==> src/inc/ipc_pkg.sv <==
// package: register map, field layout and timing counts of the irq block
package ipc_pkg;
  localparam logic [11:0] OFS_GLOBAL_STATE = 12'h04C;
  localparam logic [11:0] OFS_FAST_ZERO = 12'h060;
  localparam logic [11:0] OFS_FAST_ONE = 12'h064;
  localparam logic [11:0] OFS_LOCKED_CFG = 12'h048;
  localparam logic [11:0] OFS_FAST_NUMBERS = 12'h050;
  localparam logic [11:0] OFS_SYS_CTRL = 12'h054;
  localparam logic [11:0] OFS_EVT_STATUS = 12'h070;
  localparam logic [11:0] OFS_EVT_MASK = 12'h074;
  localparam logic [15:0] UNLOCK_VALUE_ONE = 16'hFA05;
  localparam logic [15:0] UNLOCK_VALUE_TWO = 16'hBCAF;
  localparam logic [15:0] UNLOCK_VALUE_THREE = 16'hBEEF;
  localparam int RESET_REQUEST_BIT = 7;
  localparam int SYSTEM_RESET_BIT = 31;
  localparam int ANY_PENDING_BIT = 9;
  localparam int ANY_ACTIVE_BIT = 8;
  localparam logic [7:0] NEST_ONE = 8'h01;
  localparam logic [7:0] NEST_TWO = 8'h03;
  localparam logic [7:0] NEST_NONE = 8'h00;
  localparam int NEST_DEPTH = 2;
  localparam int SYSTEM_RESET_BIT_NS = 20;
  localparam int CLK_NS = 4;
  localparam int SYSTEM_RESET_BIT_CYC = (SYSTEM_RESET_BIT_NS + CLK_NS - 1) / CLK_NS;
  localparam int EVT_BITS = 3;
  localparam int EVT_FAST = 0;
  localparam int EVT_BAD_KEY = 1;
  localparam int EVT_OVERFLOW = 2;
  localparam logic [1:0] RESP_OKAY = 2'b00;
  localparam logic [1:0] RESP_SLVERR = 2'b10;

  // one fast-vector channel as the core sees it
  typedef struct packed {
    logic [7:0] irq_number;
    logic [30:0] handler_hi;
    logic enable;
  } ipc_fast_t;

  // core-side handshake of an interrupt being taken
  typedef struct packed {
    logic take;
    logic [7:0] number;
    logic ret;
  } ipc_core_evt_t;
endpackage : ipc_pkg

==> src/hw/ipc_top.sv <==
// irq controller config, global status and fast vector channels
`timescale 1ns/1ns
module ipc_top #(
  parameter int IRQ_COUNT = 39
) (
  input wire logic clk_sys, // system clock
  input wire logic arst_n, // async reset
  input wire logic [11:0] s_axi_awaddr, // write address
  input wire logic s_axi_awvalid, // write address valid
  output logic s_axi_awready, // write address ready
  input wire logic [31:0] s_axi_wdata, // write data
  input wire logic [3:0] s_axi_wstrb, // write strobes
  input wire logic s_axi_wvalid, // write data valid
  output logic s_axi_wready, // write data ready
  output logic [1:0] s_axi_bresp, // write response
  output logic s_axi_bvalid, // write response valid
  input wire logic s_axi_bready, // write response ready
  input wire logic [11:0] s_axi_araddr, // read address
  input wire logic s_axi_arvalid, // read address valid
  output logic s_axi_arready, // read address ready
  output logic [31:0] s_axi_rdata, // read data
  output logic [1:0] s_axi_rresp, // read response
  output logic s_axi_rvalid, // read data valid
  input wire logic s_axi_rready, // read data ready
  input wire logic [IRQ_COUNT-1:0] irq_pending, // pending lines, same clock
  input wire logic irq_take, // core enters a handler, pulse
  input wire logic [7:0] irq_take_number, // number being taken
  input wire logic irq_return, // core returns from a handler, pulse
  output logic fast_hit_ff, // taken irq matches a fast channel
  output logic [31:0] fast_target_ff, // handler address for fast hit
  output logic sys_reset_req_ff, // system reset request, high pulse
  output logic irq_out_ff // block event interrupt
);
  //////////////////////////////////////////////////////////////////////////
  // register state
  logic [15:0] fast_numbers_ff;
  logic [31:0] fast_zero_ff;
  logic [31:0] fast_one_ff;
  logic [1:0] nest_ff;
  logic [7:0] stack_ff [ipc_pkg::NEST_DEPTH];
  logic any_pending_ff;
  logic [ipc_pkg::EVT_BITS-1:0] evt_status_ff;
  logic [ipc_pkg::EVT_BITS-1:0] evt_mask_ff;
  logic [7:0] rst_cnt_ff;
  logic [11:0] aw_addr_ff;
  logic aw_have_ff;
  logic [31:0] w_data_ff;
  logic [3:0] w_strb_ff;
  logic w_have_ff;

  // decodes an offset into a known register
  function automatic logic is_mapped(input logic [11:0] a);
    is_mapped = (a == ipc_pkg::OFS_GLOBAL_STATE) ||
      (a == ipc_pkg::OFS_FAST_ZERO) || (a == ipc_pkg::OFS_FAST_ONE) ||
      (a == ipc_pkg::OFS_LOCKED_CFG) || (a == ipc_pkg::OFS_FAST_NUMBERS) ||
      (a == ipc_pkg::OFS_SYS_CTRL) || (a == ipc_pkg::OFS_EVT_STATUS) ||
      (a == ipc_pkg::OFS_EVT_MASK);
  endfunction : is_mapped

  // merges write data into a word under byte strobes
  function automatic logic [31:0] merge(input logic [31:0] old,
                                        input logic [31:0] d,
                                        input logic [3:0] s);
    for (int i = 0; i < 4; i++)
    begin
      merge[i*8 +: 8] = s[i] ? d[i*8 +: 8] : old[i*8 +: 8];
    end
  endfunction : merge

  //////////////////////////////////////////////////////////////////////////
  // write channel: address and data accepted in either order
  logic wr_fire;
  assign wr_fire = aw_have_ff && w_have_ff && !s_axi_bvalid;

  // holds each write half until both are in
  always_ff @(posedge clk_sys or negedge arst_n)
  begin
    if (!arst_n)
    begin
      aw_have_ff <= 1'b0;
      w_have_ff <= 1'b0;
      aw_addr_ff <= 12'h000;
      w_data_ff <= 32'h0000_0000;
      w_strb_ff <= 4'h0;
    end
    else
    begin
      if (s_axi_awvalid && s_axi_awready)
      begin
        aw_have_ff <= 1'b1;
        aw_addr_ff <= {s_axi_awaddr[11:2], 2'b00};
      end
      else if (wr_fire)
        aw_have_ff <= 1'b0;
      if (s_axi_wvalid && s_axi_wready)
      begin
        w_have_ff <= 1'b1;
        w_data_ff <= s_axi_wdata;
        w_strb_ff <= s_axi_wstrb;
      end
      else if (wr_fire)
        w_have_ff <= 1'b0;
    end
  end

  // ready only when the holding slot is free
  always_ff @(posedge clk_sys or negedge arst_n)
  begin
    if (!arst_n)
    begin
      s_axi_awready <= 1'b0;
      s_axi_wready <= 1'b0;
    end
    else
    begin
      s_axi_awready <= !aw_have_ff && !(s_axi_awvalid && s_axi_awready);
      s_axi_wready <= !w_have_ff && !(s_axi_wvalid && s_axi_wready);
    end
  end

  // write response one cycle after both halves are in
  always_ff @(posedge clk_sys or negedge arst_n)
  begin
    if (!arst_n)
    begin
      s_axi_bvalid <= 1'b0;
      s_axi_bresp <= ipc_pkg::RESP_OKAY;
    end
    else if (wr_fire)
    begin
      s_axi_bvalid <= 1'b1;
      s_axi_bresp <= is_mapped(aw_addr_ff) ? ipc_pkg::RESP_OKAY :
        ipc_pkg::RESP_SLVERR;
    end
    else if (s_axi_bready)
      s_axi_bvalid <= 1'b0;
  end

  //////////////////////////////////////////////////////////////////////////
  // decoded write strobes
  logic wr_cfg, wr_sctl, key_ok, sys_rst_hit, bad_key;
  assign wr_cfg = wr_fire && aw_addr_ff == ipc_pkg::OFS_LOCKED_CFG;
  assign wr_sctl = wr_fire && aw_addr_ff == ipc_pkg::OFS_SYS_CTRL;
  // key must arrive in the same write as the request bit
  assign key_ok = (&w_strb_ff[3:2]) &&
    w_data_ff[31:16] == ipc_pkg::UNLOCK_VALUE_THREE;
  // writing zero never triggers anything
  assign sys_rst_hit = key_ok && ((wr_cfg &&
    w_data_ff[ipc_pkg::RESET_REQUEST_BIT] && w_strb_ff[0]) ||
    (wr_sctl && w_data_ff[ipc_pkg::SYSTEM_RESET_BIT]));
  // wrong key on a protected bit is ignored but flagged
  assign bad_key = !key_ok && ((wr_cfg && w_strb_ff[0] &&
    w_data_ff[ipc_pkg::RESET_REQUEST_BIT]) ||
    (wr_sctl && w_data_ff[ipc_pkg::SYSTEM_RESET_BIT]));

  // reset request pulse, self-clearing, never readable as set
  always_ff @(posedge clk_sys or negedge arst_n)
  begin
    if (!arst_n)
    begin
      rst_cnt_ff <= 8'h00;
      sys_reset_req_ff <= 1'b0;
    end
    else if (sys_rst_hit)
    begin
      rst_cnt_ff <= 8'(ipc_pkg::SYSTEM_RESET_BIT_CYC);
      sys_reset_req_ff <= 1'b1;
    end
    else if (rst_cnt_ff > 8'h01)
      rst_cnt_ff <= rst_cnt_ff - 8'h01;
    else
    begin
      rst_cnt_ff <= 8'h00;
      sys_reset_req_ff <= 1'b0;
    end
  end

  // fast channel configuration registers
  always_ff @(posedge clk_sys or negedge arst_n)
  begin
    if (!arst_n)
    begin
      fast_numbers_ff <= 16'h0000;
      fast_zero_ff <= 32'h0000_0000;
      fast_one_ff <= 32'h0000_0000;
    end
    else if (wr_fire)
    begin
      case (aw_addr_ff)
        ipc_pkg::OFS_FAST_NUMBERS:
          fast_numbers_ff <= 16'(merge({16'h0000, fast_numbers_ff},
            w_data_ff, w_strb_ff));
        ipc_pkg::OFS_FAST_ZERO:
          fast_zero_ff <= merge(fast_zero_ff, w_data_ff, w_strb_ff);
        ipc_pkg::OFS_FAST_ONE:
          fast_one_ff <= merge(fast_one_ff, w_data_ff, w_strb_ff);
        default:
          fast_numbers_ff <= fast_numbers_ff;
      endcase
    end
  end

  //////////////////////////////////////////////////////////////////////////
  // nesting tracker with two-entry context stack
  logic push, pop, overflow;
  assign push = irq_take && nest_ff != 2'd2;
  assign overflow = irq_take && nest_ff == 2'd2;
  assign pop = irq_return && !irq_take && nest_ff != 2'd0;

  // a third level is refused; the core must not nest deeper
  always_ff @(posedge clk_sys or negedge arst_n)
  begin
    if (!arst_n)
    begin
      nest_ff <= 2'd0;
      for (int i = 0; i < ipc_pkg::NEST_DEPTH; i++)
        stack_ff[i] <= 8'h00;
    end
    else if (push)
    begin
      nest_ff <= nest_ff + 2'd1;
      stack_ff[nest_ff[0]] <= irq_take_number;
    end
    else if (pop)
      nest_ff <= nest_ff - 2'd1;
  end

  // one-cycle registered view of pending lines
  always_ff @(posedge clk_sys or negedge arst_n)
  begin
    if (!arst_n)
      any_pending_ff <= 1'b0;
    else
      any_pending_ff <= |irq_pending;
  end

  // fast vector lookup bypasses the vector table
  ipc_pkg::ipc_fast_t ch0, ch1;
  assign ch0 = '{fast_numbers_ff[7:0], fast_zero_ff[31:1], fast_zero_ff[0]};
  assign ch1 = '{fast_numbers_ff[15:8], fast_one_ff[31:1], fast_one_ff[0]};

  always_ff @(posedge clk_sys or negedge arst_n)
  begin
    if (!arst_n)
    begin
      fast_hit_ff <= 1'b0;
      fast_target_ff <= 32'h0000_0000;
    end
    else if (push && ch0.enable && irq_take_number == ch0.irq_number)
    begin
      fast_hit_ff <= 1'b1;
      fast_target_ff <= {ch0.handler_hi, 1'b0};
    end
    else if (push && ch1.enable && irq_take_number == ch1.irq_number)
    begin
      fast_hit_ff <= 1'b1;
      fast_target_ff <= {ch1.handler_hi, 1'b0};
    end
    else
      fast_hit_ff <= 1'b0;
  end

  //////////////////////////////////////////////////////////////////////////
  // event status: set wins over write-one-to-clear
  logic [ipc_pkg::EVT_BITS-1:0] evt_set, evt_clr;
  assign evt_set = {overflow, bad_key, fast_hit_ff};
  assign evt_clr = (wr_fire && aw_addr_ff == ipc_pkg::OFS_EVT_STATUS &&
    w_strb_ff[0]) ? w_data_ff[ipc_pkg::EVT_BITS-1:0] : '0;

  always_ff @(posedge clk_sys or negedge arst_n)
  begin
    if (!arst_n)
    begin
      evt_status_ff <= '0;
      evt_mask_ff <= '0;
      irq_out_ff <= 1'b0;
    end
    else
    begin
      evt_status_ff <= (evt_status_ff & ~evt_clr) | evt_set;
      if (wr_fire && aw_addr_ff == ipc_pkg::OFS_EVT_MASK && w_strb_ff[0])
        evt_mask_ff <= w_data_ff[ipc_pkg::EVT_BITS-1:0];
      irq_out_ff <= |(evt_status_ff & evt_mask_ff);
    end
  end

  //////////////////////////////////////////////////////////////////////////
  // read channel, answer one cycle after the address
  logic [7:0] nest_code;
  assign nest_code = nest_ff == 2'd2 ? ipc_pkg::NEST_TWO :
    nest_ff == 2'd1 ? ipc_pkg::NEST_ONE : ipc_pkg::NEST_NONE;

  logic [31:0] rd_mux;
  always_comb
  begin
    rd_mux = 32'h0000_0000;
    case ({s_axi_araddr[11:2], 2'b00})
      ipc_pkg::OFS_GLOBAL_STATE:
      begin
        rd_mux[7:0] = nest_code;
        rd_mux[ipc_pkg::ANY_ACTIVE_BIT] = nest_ff != 2'd0;
        rd_mux[ipc_pkg::ANY_PENDING_BIT] = any_pending_ff;
      end
      ipc_pkg::OFS_FAST_NUMBERS: rd_mux[15:0] = fast_numbers_ff;
      ipc_pkg::OFS_FAST_ZERO: rd_mux = fast_zero_ff;
      ipc_pkg::OFS_FAST_ONE: rd_mux = fast_one_ff;
      ipc_pkg::OFS_EVT_STATUS: rd_mux[ipc_pkg::EVT_BITS-1:0] = evt_status_ff;
      ipc_pkg::OFS_EVT_MASK: rd_mux[ipc_pkg::EVT_BITS-1:0] = evt_mask_ff;
      // unlock word and request bits are write-only, read zero
      ipc_pkg::OFS_LOCKED_CFG: rd_mux = 32'h0000_0000;
      default: rd_mux = 32'h0000_0000;
    endcase
  end

  // one read at a time; arready drops while rvalid waits
  always_ff @(posedge clk_sys or negedge arst_n)
  begin
    if (!arst_n)
    begin
      s_axi_arready <= 1'b0;
      s_axi_rvalid <= 1'b0;
      s_axi_rdata <= 32'h0000_0000;
      s_axi_rresp <= ipc_pkg::RESP_OKAY;
    end
    else if (s_axi_arvalid && s_axi_arready)
    begin
      s_axi_arready <= 1'b0;
      s_axi_rvalid <= 1'b1;
      s_axi_rdata <= rd_mux;
      s_axi_rresp <= is_mapped({s_axi_araddr[11:2], 2'b00}) ?
        ipc_pkg::RESP_OKAY : ipc_pkg::RESP_SLVERR;
    end
    else if (s_axi_rvalid)
    begin
      if (s_axi_rready)
        s_axi_rvalid <= 1'b0;
    end
    else
      s_axi_arready <= 1'b1;
  end
endmodule : ipc_top

==> config.mk <==
export PLATFORM = sky130hd
export DESIGN_NAME = ipc_top
export DESIGN_NICKNAME = d
export VERILOG_FILES = /design/src/inc/ipc_pkg.sv /design/src/hw/ipc_top.sv
export SDC_FILE = /design/constraint.sdc
export NUM_CORES = 1
export LEC_CHECK = 0
export ABC_CLOCK_PERIOD_IN_PS = 3400
export BUFFER_PORTS_ARGS = -buffer_cell sky130_fd_sc_hd__buf_4
export CAP_MARGIN = 15
export CORE_ASPECT_RATIO = 1.2
export CORE_MARGIN = 4
export CORE_UTILIZATION = 45
export CTS_BUF_LIST = sky130_fd_sc_hd__clkbuf_16
export DETAILED_ROUTE_END_ITERATION = 10
export PLACE_DENSITY_LB_ADDON = 0.1
export SYNTH_ARGS = -nofsm -noshare
export SYNTH_HDL_FRONTEND = slang
export SYNTH_SLANG_ARGS = --single-unit
==> constraint.sdc <==
create_clock -name clk_sys -period 3.4 [get_ports clk_sys]
set_input_delay 0.68 -clock clk_sys [delete_from_list [all_inputs] [get_ports clk_sys]]
set_output_delay 0.68 -clock clk_sys [all_outputs]
set_load 0.1 [all_outputs]
Word level (Yosys, flattened, before mapping)
Cells that the tools add are included.
{"block": "totals", "reg_bits": 221, "latch_bits": 0, "mem_bits_rw": 0, "romBits": 0, "input_bits": 116, "output_inout_bits": 76, "mem_count": 0}
{"block": "classes", "add_sub_neg": 3, "multipliers": 0, "div": 0, "magnitude_cmp": 1, "eq_ne": 24, "n_shift": 0, "mux": 29, "bitwise": 4, "reduce_logical": 71}
{"operator": "$eq A10 B5 Y1 const B", "count": 16}
{"operator": "$mux W32", "count": 2}
{"operator": "$reduce_or A39 Y1", "count": 1}
{"operator": "$pmux W16 S2", "count": 1}
{"operator": "$reduce_and A3 Y1", "count": 10}
{"operator": "$logic_and A1 B1 Y1", "count": 29}
{"operator": "$pmux W7 S4", "count": 1}
{"operator": "$pmux W3 S6", "count": 1}
{"operator": "$pmux W6 S3", "count": 1}
{"operator": "$eq A16 B16 Y1 const B", "count": 1}
{"operator": "$eq A8 B8 Y1", "count": 2}
{"operator": "$logic_or A1 B1 Y1", "count": 16}
{"operator": "$mux W8", "count": 2}
{"operator": "$mux W1", "count": 15}
{"operator": "$reduce_bool A2 Y1", "count": 6}
{"operator": "$mux W2", "count": 5}
{"operator": "$gt A8 B1 Y1 const B", "count": 1}
{"operator": "$sub A8 B1 Y8 const B", "count": 1}
{"operator": "$logic_not A1 Y1", "count": 7}
{"operator": "$and A3 B3 Y3", "count": 2}
{"operator": "$ne A2 B2 Y1 const B", "count": 2}
{"operator": "$mux W3", "count": 1}
{"operator": "$not A3 Y3", "count": 1}
{"operator": "$or A3 B3 Y3", "count": 1}
{"operator": "other kinds (7)", "count": 7}

Depth between registers and ports, before layout
{"block": "depth", "depth_word": 9, "ltp_mapped": 8}

Worst setup path after synthesis
Ideal clock, no wire load.
{"block": "synth_path", "path_kind": "register -> register", "from": "register s_axi_bvalid", "to": "register fast_numbers_ff[10]", "setup_ns": 0.125, "arrival_ns": 2.680, "setup_slack_ns": 0.595, "stages_incl_launch_ff": 6, "path_buffers": 1, "synth_period_minus_slack_ns": 2.805, "cell_sequence": "dfrtp_1 nand3b_1 or4b_1 buf_2 nor4b_4 mux2_2"}
{"block": "synth_via", "elab_chain_cells": 3}
{"item": "start, declared", "line_no": "ipc_top.sv:16", "rtl": "output logic s_axi_bvalid,"}
{"item": "start signal, assigned", "line_no": "ipc_top.sv:126", "rtl": "s_axi_bvalid <= 1'b0;"}
{"item": "start signal, assigned", "line_no": "ipc_top.sv:131", "rtl": "s_axi_bvalid <= 1'b1;"}
{"item": "start signal, assigned", "line_no": "ipc_top.sv:136", "rtl": "s_axi_bvalid <= 1'b0;"}
{"item": "$logic_not A1 Y1", "line_no": "ipc_top.sv:73", "rtl": "assign wr_fire = aw_have_ff && w_have_ff && !s_axi_bvalid;"}
{"item": "$logic_and A1 B1 Y1", "line_no": "ipc_top.sv:73"}
{"item": "$reduce_and A3 Y1 (no source line)"}
{"item": "end signal, assigned", "line_no": "ipc_top.sv:191", "rtl": "fast_numbers_ff <= 16'(merge({16'h0000, fast_numbers_ff},"}
{"item": "end signal, assigned", "line_no": "ipc_top.sv:198", "rtl": "fast_numbers_ff <= fast_numbers_ff;"}
{"item": "end, declared", "line_no": "ipc_top.sv:36", "rtl": "logic [15:0] fast_numbers_ff;"}
Every way passes these cells.
A chain may end at the register's enable or synchronous reset.

Worst setup path in the final report
{"block": "layout_path", "from": "register aw_addr_ff[8]", "to": "register fast_numbers_ff[5]"}
{"block": "layout_via", "elab_chain_cells": 2}
{"item": "start, declared", "line_no": "ipc_top.sv:45", "rtl": "logic [11:0] aw_addr_ff;"}
{"item": "start signal, assigned", "line_no": "ipc_top.sv:91", "rtl": "aw_addr_ff <= {s_axi_awaddr[11:2], 2'b00};"}
{"item": "$eq A10 B5 Y1", "line_no": "ipc_top.sv:189", "rtl": "case (aw_addr_ff)"}
{"item": "$reduce_and A3 Y1 (no source line)"}
Every way passes these cells.

==> flow_summary.ini <==
[power_and_ir_drop]
vdd_drop_max_mv = 0.536
p_per_area_nw_per_um2 = 597
switching_share_pct = 32.3
p_leak_nw = 5.72
combPwrFrac_pct = 22.8
clkPwrFrac_pct = 30.1
pwr-share-seq_pct = 47.1
p_sw_mw = 2.37
p_int_mw = 4.97
power.total_mw = 7.34

[hold_path]
hold_path_class = primary input to asynchronous set/reset pin

[yosys]
yosysUniqueCellTypes = 55
synth.cell_area_um2 = 9890
synth-edff-count = 0
synth_top_area_cell = dfrtp_1
synth_fa_ha_area_share_pct = 0.506
ys_seq_elements = 218
avgSynthCellArea_um2 = 12.0
synthArstFlopShare_pct = 100
ys_top_cells_by_count = 218 x dfrtp_1, 124 x mux2_2, 53 x clkbuf_1, 42 x inv_1, 40 x nand4_1
yosys.area_share.xor_xnor_pct = 2.04
synth_top_cell_area_share_pct = 55.2
synth_top_family_by_area = multiplexers
synth_compound_area_share_pct = 12.9
yosysMostFrequentCell = dfrtp_1
synthFlopType = dfrtp_1
synth_warnings = 0
netlist_top_cells_area = dfrtp_1 55%, mux2_2 14%, a32oi_1 3.1%
synth_mux_area_share_pct = 14.3
ys_seq_area_share_pct = 55.2
synthSimpleGateAreaFrac_pct = 11.1
syn_inst = 826

[global_routing]
grt_max_degree = 125
grt-ovfl-total = 0
grt_pass1_vias = 7501
antenna_found_initial = 0
grt_pass1_wl_um = 42300
grt_usage_pct = 21.9

[status]
outcome = finished clean

[timing]
setup_viol = 0
hold_viol_final = 0
worst_pin_slew_ns = 1.02
clock_skew_ns = 0.0101
rsz0062_at_grt = no
drv_slew = 0
fmax_ghz = 0.363
worst_slack_ns = 0.646
relSlewSlack_pct = 31.9
fin_crit_ns = 2.75
setup_tns_ns = 0
finalCritPeriodShare_pct = 81.0

[floorplan]
core_area_um2 = 21600
rows = 59
die_area_um2 = 24400
die_w_um = 143
io_pins = 192
start_util_pct = 45.7
fp.dieH_um = 170

[worst_setup_path]
critPathRequiredTime_ns = 3.78
worstSetupEndpointType = register
r2r_cells = 4
crit_fanout = 8
arrival_ns = 3.14
cpMaxStageDelayCell = or4b_1
cp-start-kind = register
cp_cell_sequence = or4_4 -> or4b_1 -> nor4b_4 -> mux2_2
critPathLaunch = aw_addr_ff[8]$_DFFE_PN0P_
cpPeakStageDelay_ns = 0.68
crit_type = register to register
rr_startpoint = aw_addr_ff[8]$_DFFE_PN0P_

[route]
wire_per_inst_um = 21.0
drc = 0
drt_wl_total_um = 27200
drt.antenna.violating_nets = 0
vias_per_cell = 5.82
via_count = 7520
drtIter0Drc = 511
firstDrtPassIters = 7

[clock_tree]
hold_buffers = 0
path_clk_slew_ns = 0.07
insertion_delay_ns = 0.51
cts_sinks = 218
cts.htree.levels = 1
clock_path_buffers = 3
numCtsBuffers = 23
cts_resized = 0
cts_tree = done
root_buffer = clkbuf_16
postCtsSetupRepairBufs = 0

[finish]
diodes = 0
fillCellCount = 1883
register_area_um2 = 5460
final_layout_size_suffix_gt1_share_pct = 36.9
multi_input_area_um2 = 4080
layout.nets = 1124
area_growth_pct = 24.4

[place]
dp.final_hpwl_um = 18700
dp_slack_ns = 0.629
place.port_buffers = 184
place_congestion = 0.798

[run]
maxCapViolCount = 0
## routing by layer
| layer | vias up | global-route usage [%] | wire [µm] |
|---|---|---|---|
| met5 | - | 0 | 0 |
| met4 | 0 | 4.87 | 495 |
| met3 | 33 | 3.34 | 1750 |
| met2 | 241 | 36.5 | 13300 |
| met1 | 3772 | 30.6 | 11700 |
| li1 | 3474 | - | - |
## path summary, 6_finish.rpt
path | to | slack (ns)
hold reg to reg | s_axi_wready$_DFF_PN0_ | 0.46
min in group clk_sys | s_axi_bvalid$_DFFE_PN0P_ | 0.36
hold / removal | fast_target_ff[15]$_DFFE_PN0P_ | 0.21
setup reg to reg | fast_numbers_ff[5]$_DFFE_PN0P_ | 0.65
setup / recovery | fast_numbers_ff[5]$_DFFE_PN0P_ | 0.65
max in group asynchronous | aw_addr_ff[7]$_DFFE_PN0P_ | 2.59
## layout make-up
class,instances,share of cell area (%)
clock buffer,23,4.68
clock inverter,17,0.610
inverter,42,1.28
multi-input combinational,509,33.1
timing repair buffer,210,13.2
tap,274,2.79
sequential,218,44.3
## worst max-delay path: cells and delay by family (launching register included)
family | cells | cell delay (ns)
multiplexers | 1 | 0.41
flip-flops | 1 | 0.38
AND/OR/NAND/NOR | 3 | 1.84
## power groups by stage
stage / Sequential (mW) / Clock (mW) / Combinational, mW
after floorplan: 3.57 / 0 / 1.01
after global placement: 3.50 / 0 / 1.66
after detailed placement: 3.51 / 0 / 1.69
after CTS: 3.46 / 2.26 / 1.69
after global routing: 3.53 / 2.36 / 1.83
final: 3.46 / 2.21 / 1.67
## logic make-up (layout without fill, tap and decap cells)
group                      Yosys count  after routing
buffers and inverters              101            292
and+or+nand+nor                    179            179
AOI/OAI and AO/OA                  174            174
DFF                                218            218
adders and majority gates            4              4
xor gates and xnor gates            23             23
muxes                              126            126
other                                1              3
## layout by cell type (no fill, tap or decap), drive strengths merged, types with 7 or more instances in the layout
cell type	synthesis	layout
o21ai	40	40
a22oi	19	19
xnor2	20	20
a32oi	35	35
nand4	40	40
a22o	14	14
buf	6	210
nor3	10	10
nor4b	7	7
nor2	14	14
nand3	16	16
o31ai	32	32
inv	42	49
a222oi	7	7
clkbuf	53	23
nor4	14	14
nand2	37	37
a21o	7	7
mux2	124	124
clkinv	0	10
dfrtp	218	218
## state kept, by name (all words and copies together) (netlist names), 2 cells and up
register and cells:
aw_addr_ff 10, evt_mask_ff 3, evt_status_ff 3, fast_numbers_ff 16, fast_one_ff 32, fast_target_ff 31, fast_zero_ff 32, nest_ff 2
rst_cnt_ff 8, s_axi_rdata 32, w_data_ff 32, w_strb_ff 4
## metrics by stage
step                hold WS (ns)  cell area [µm²]  utilization (%)  instances
floorplan                  0.384             9900                -        828
global placement           0.446            11700             53.9       1253
detailed placement         0.453            11700             53.9       1253
CTS                        0.232            12300             56.9       1293
global route               0.254            12300             56.9       1293
finish                     0.207            12300             56.9       1293
Power figures use the tool's default switching activity.
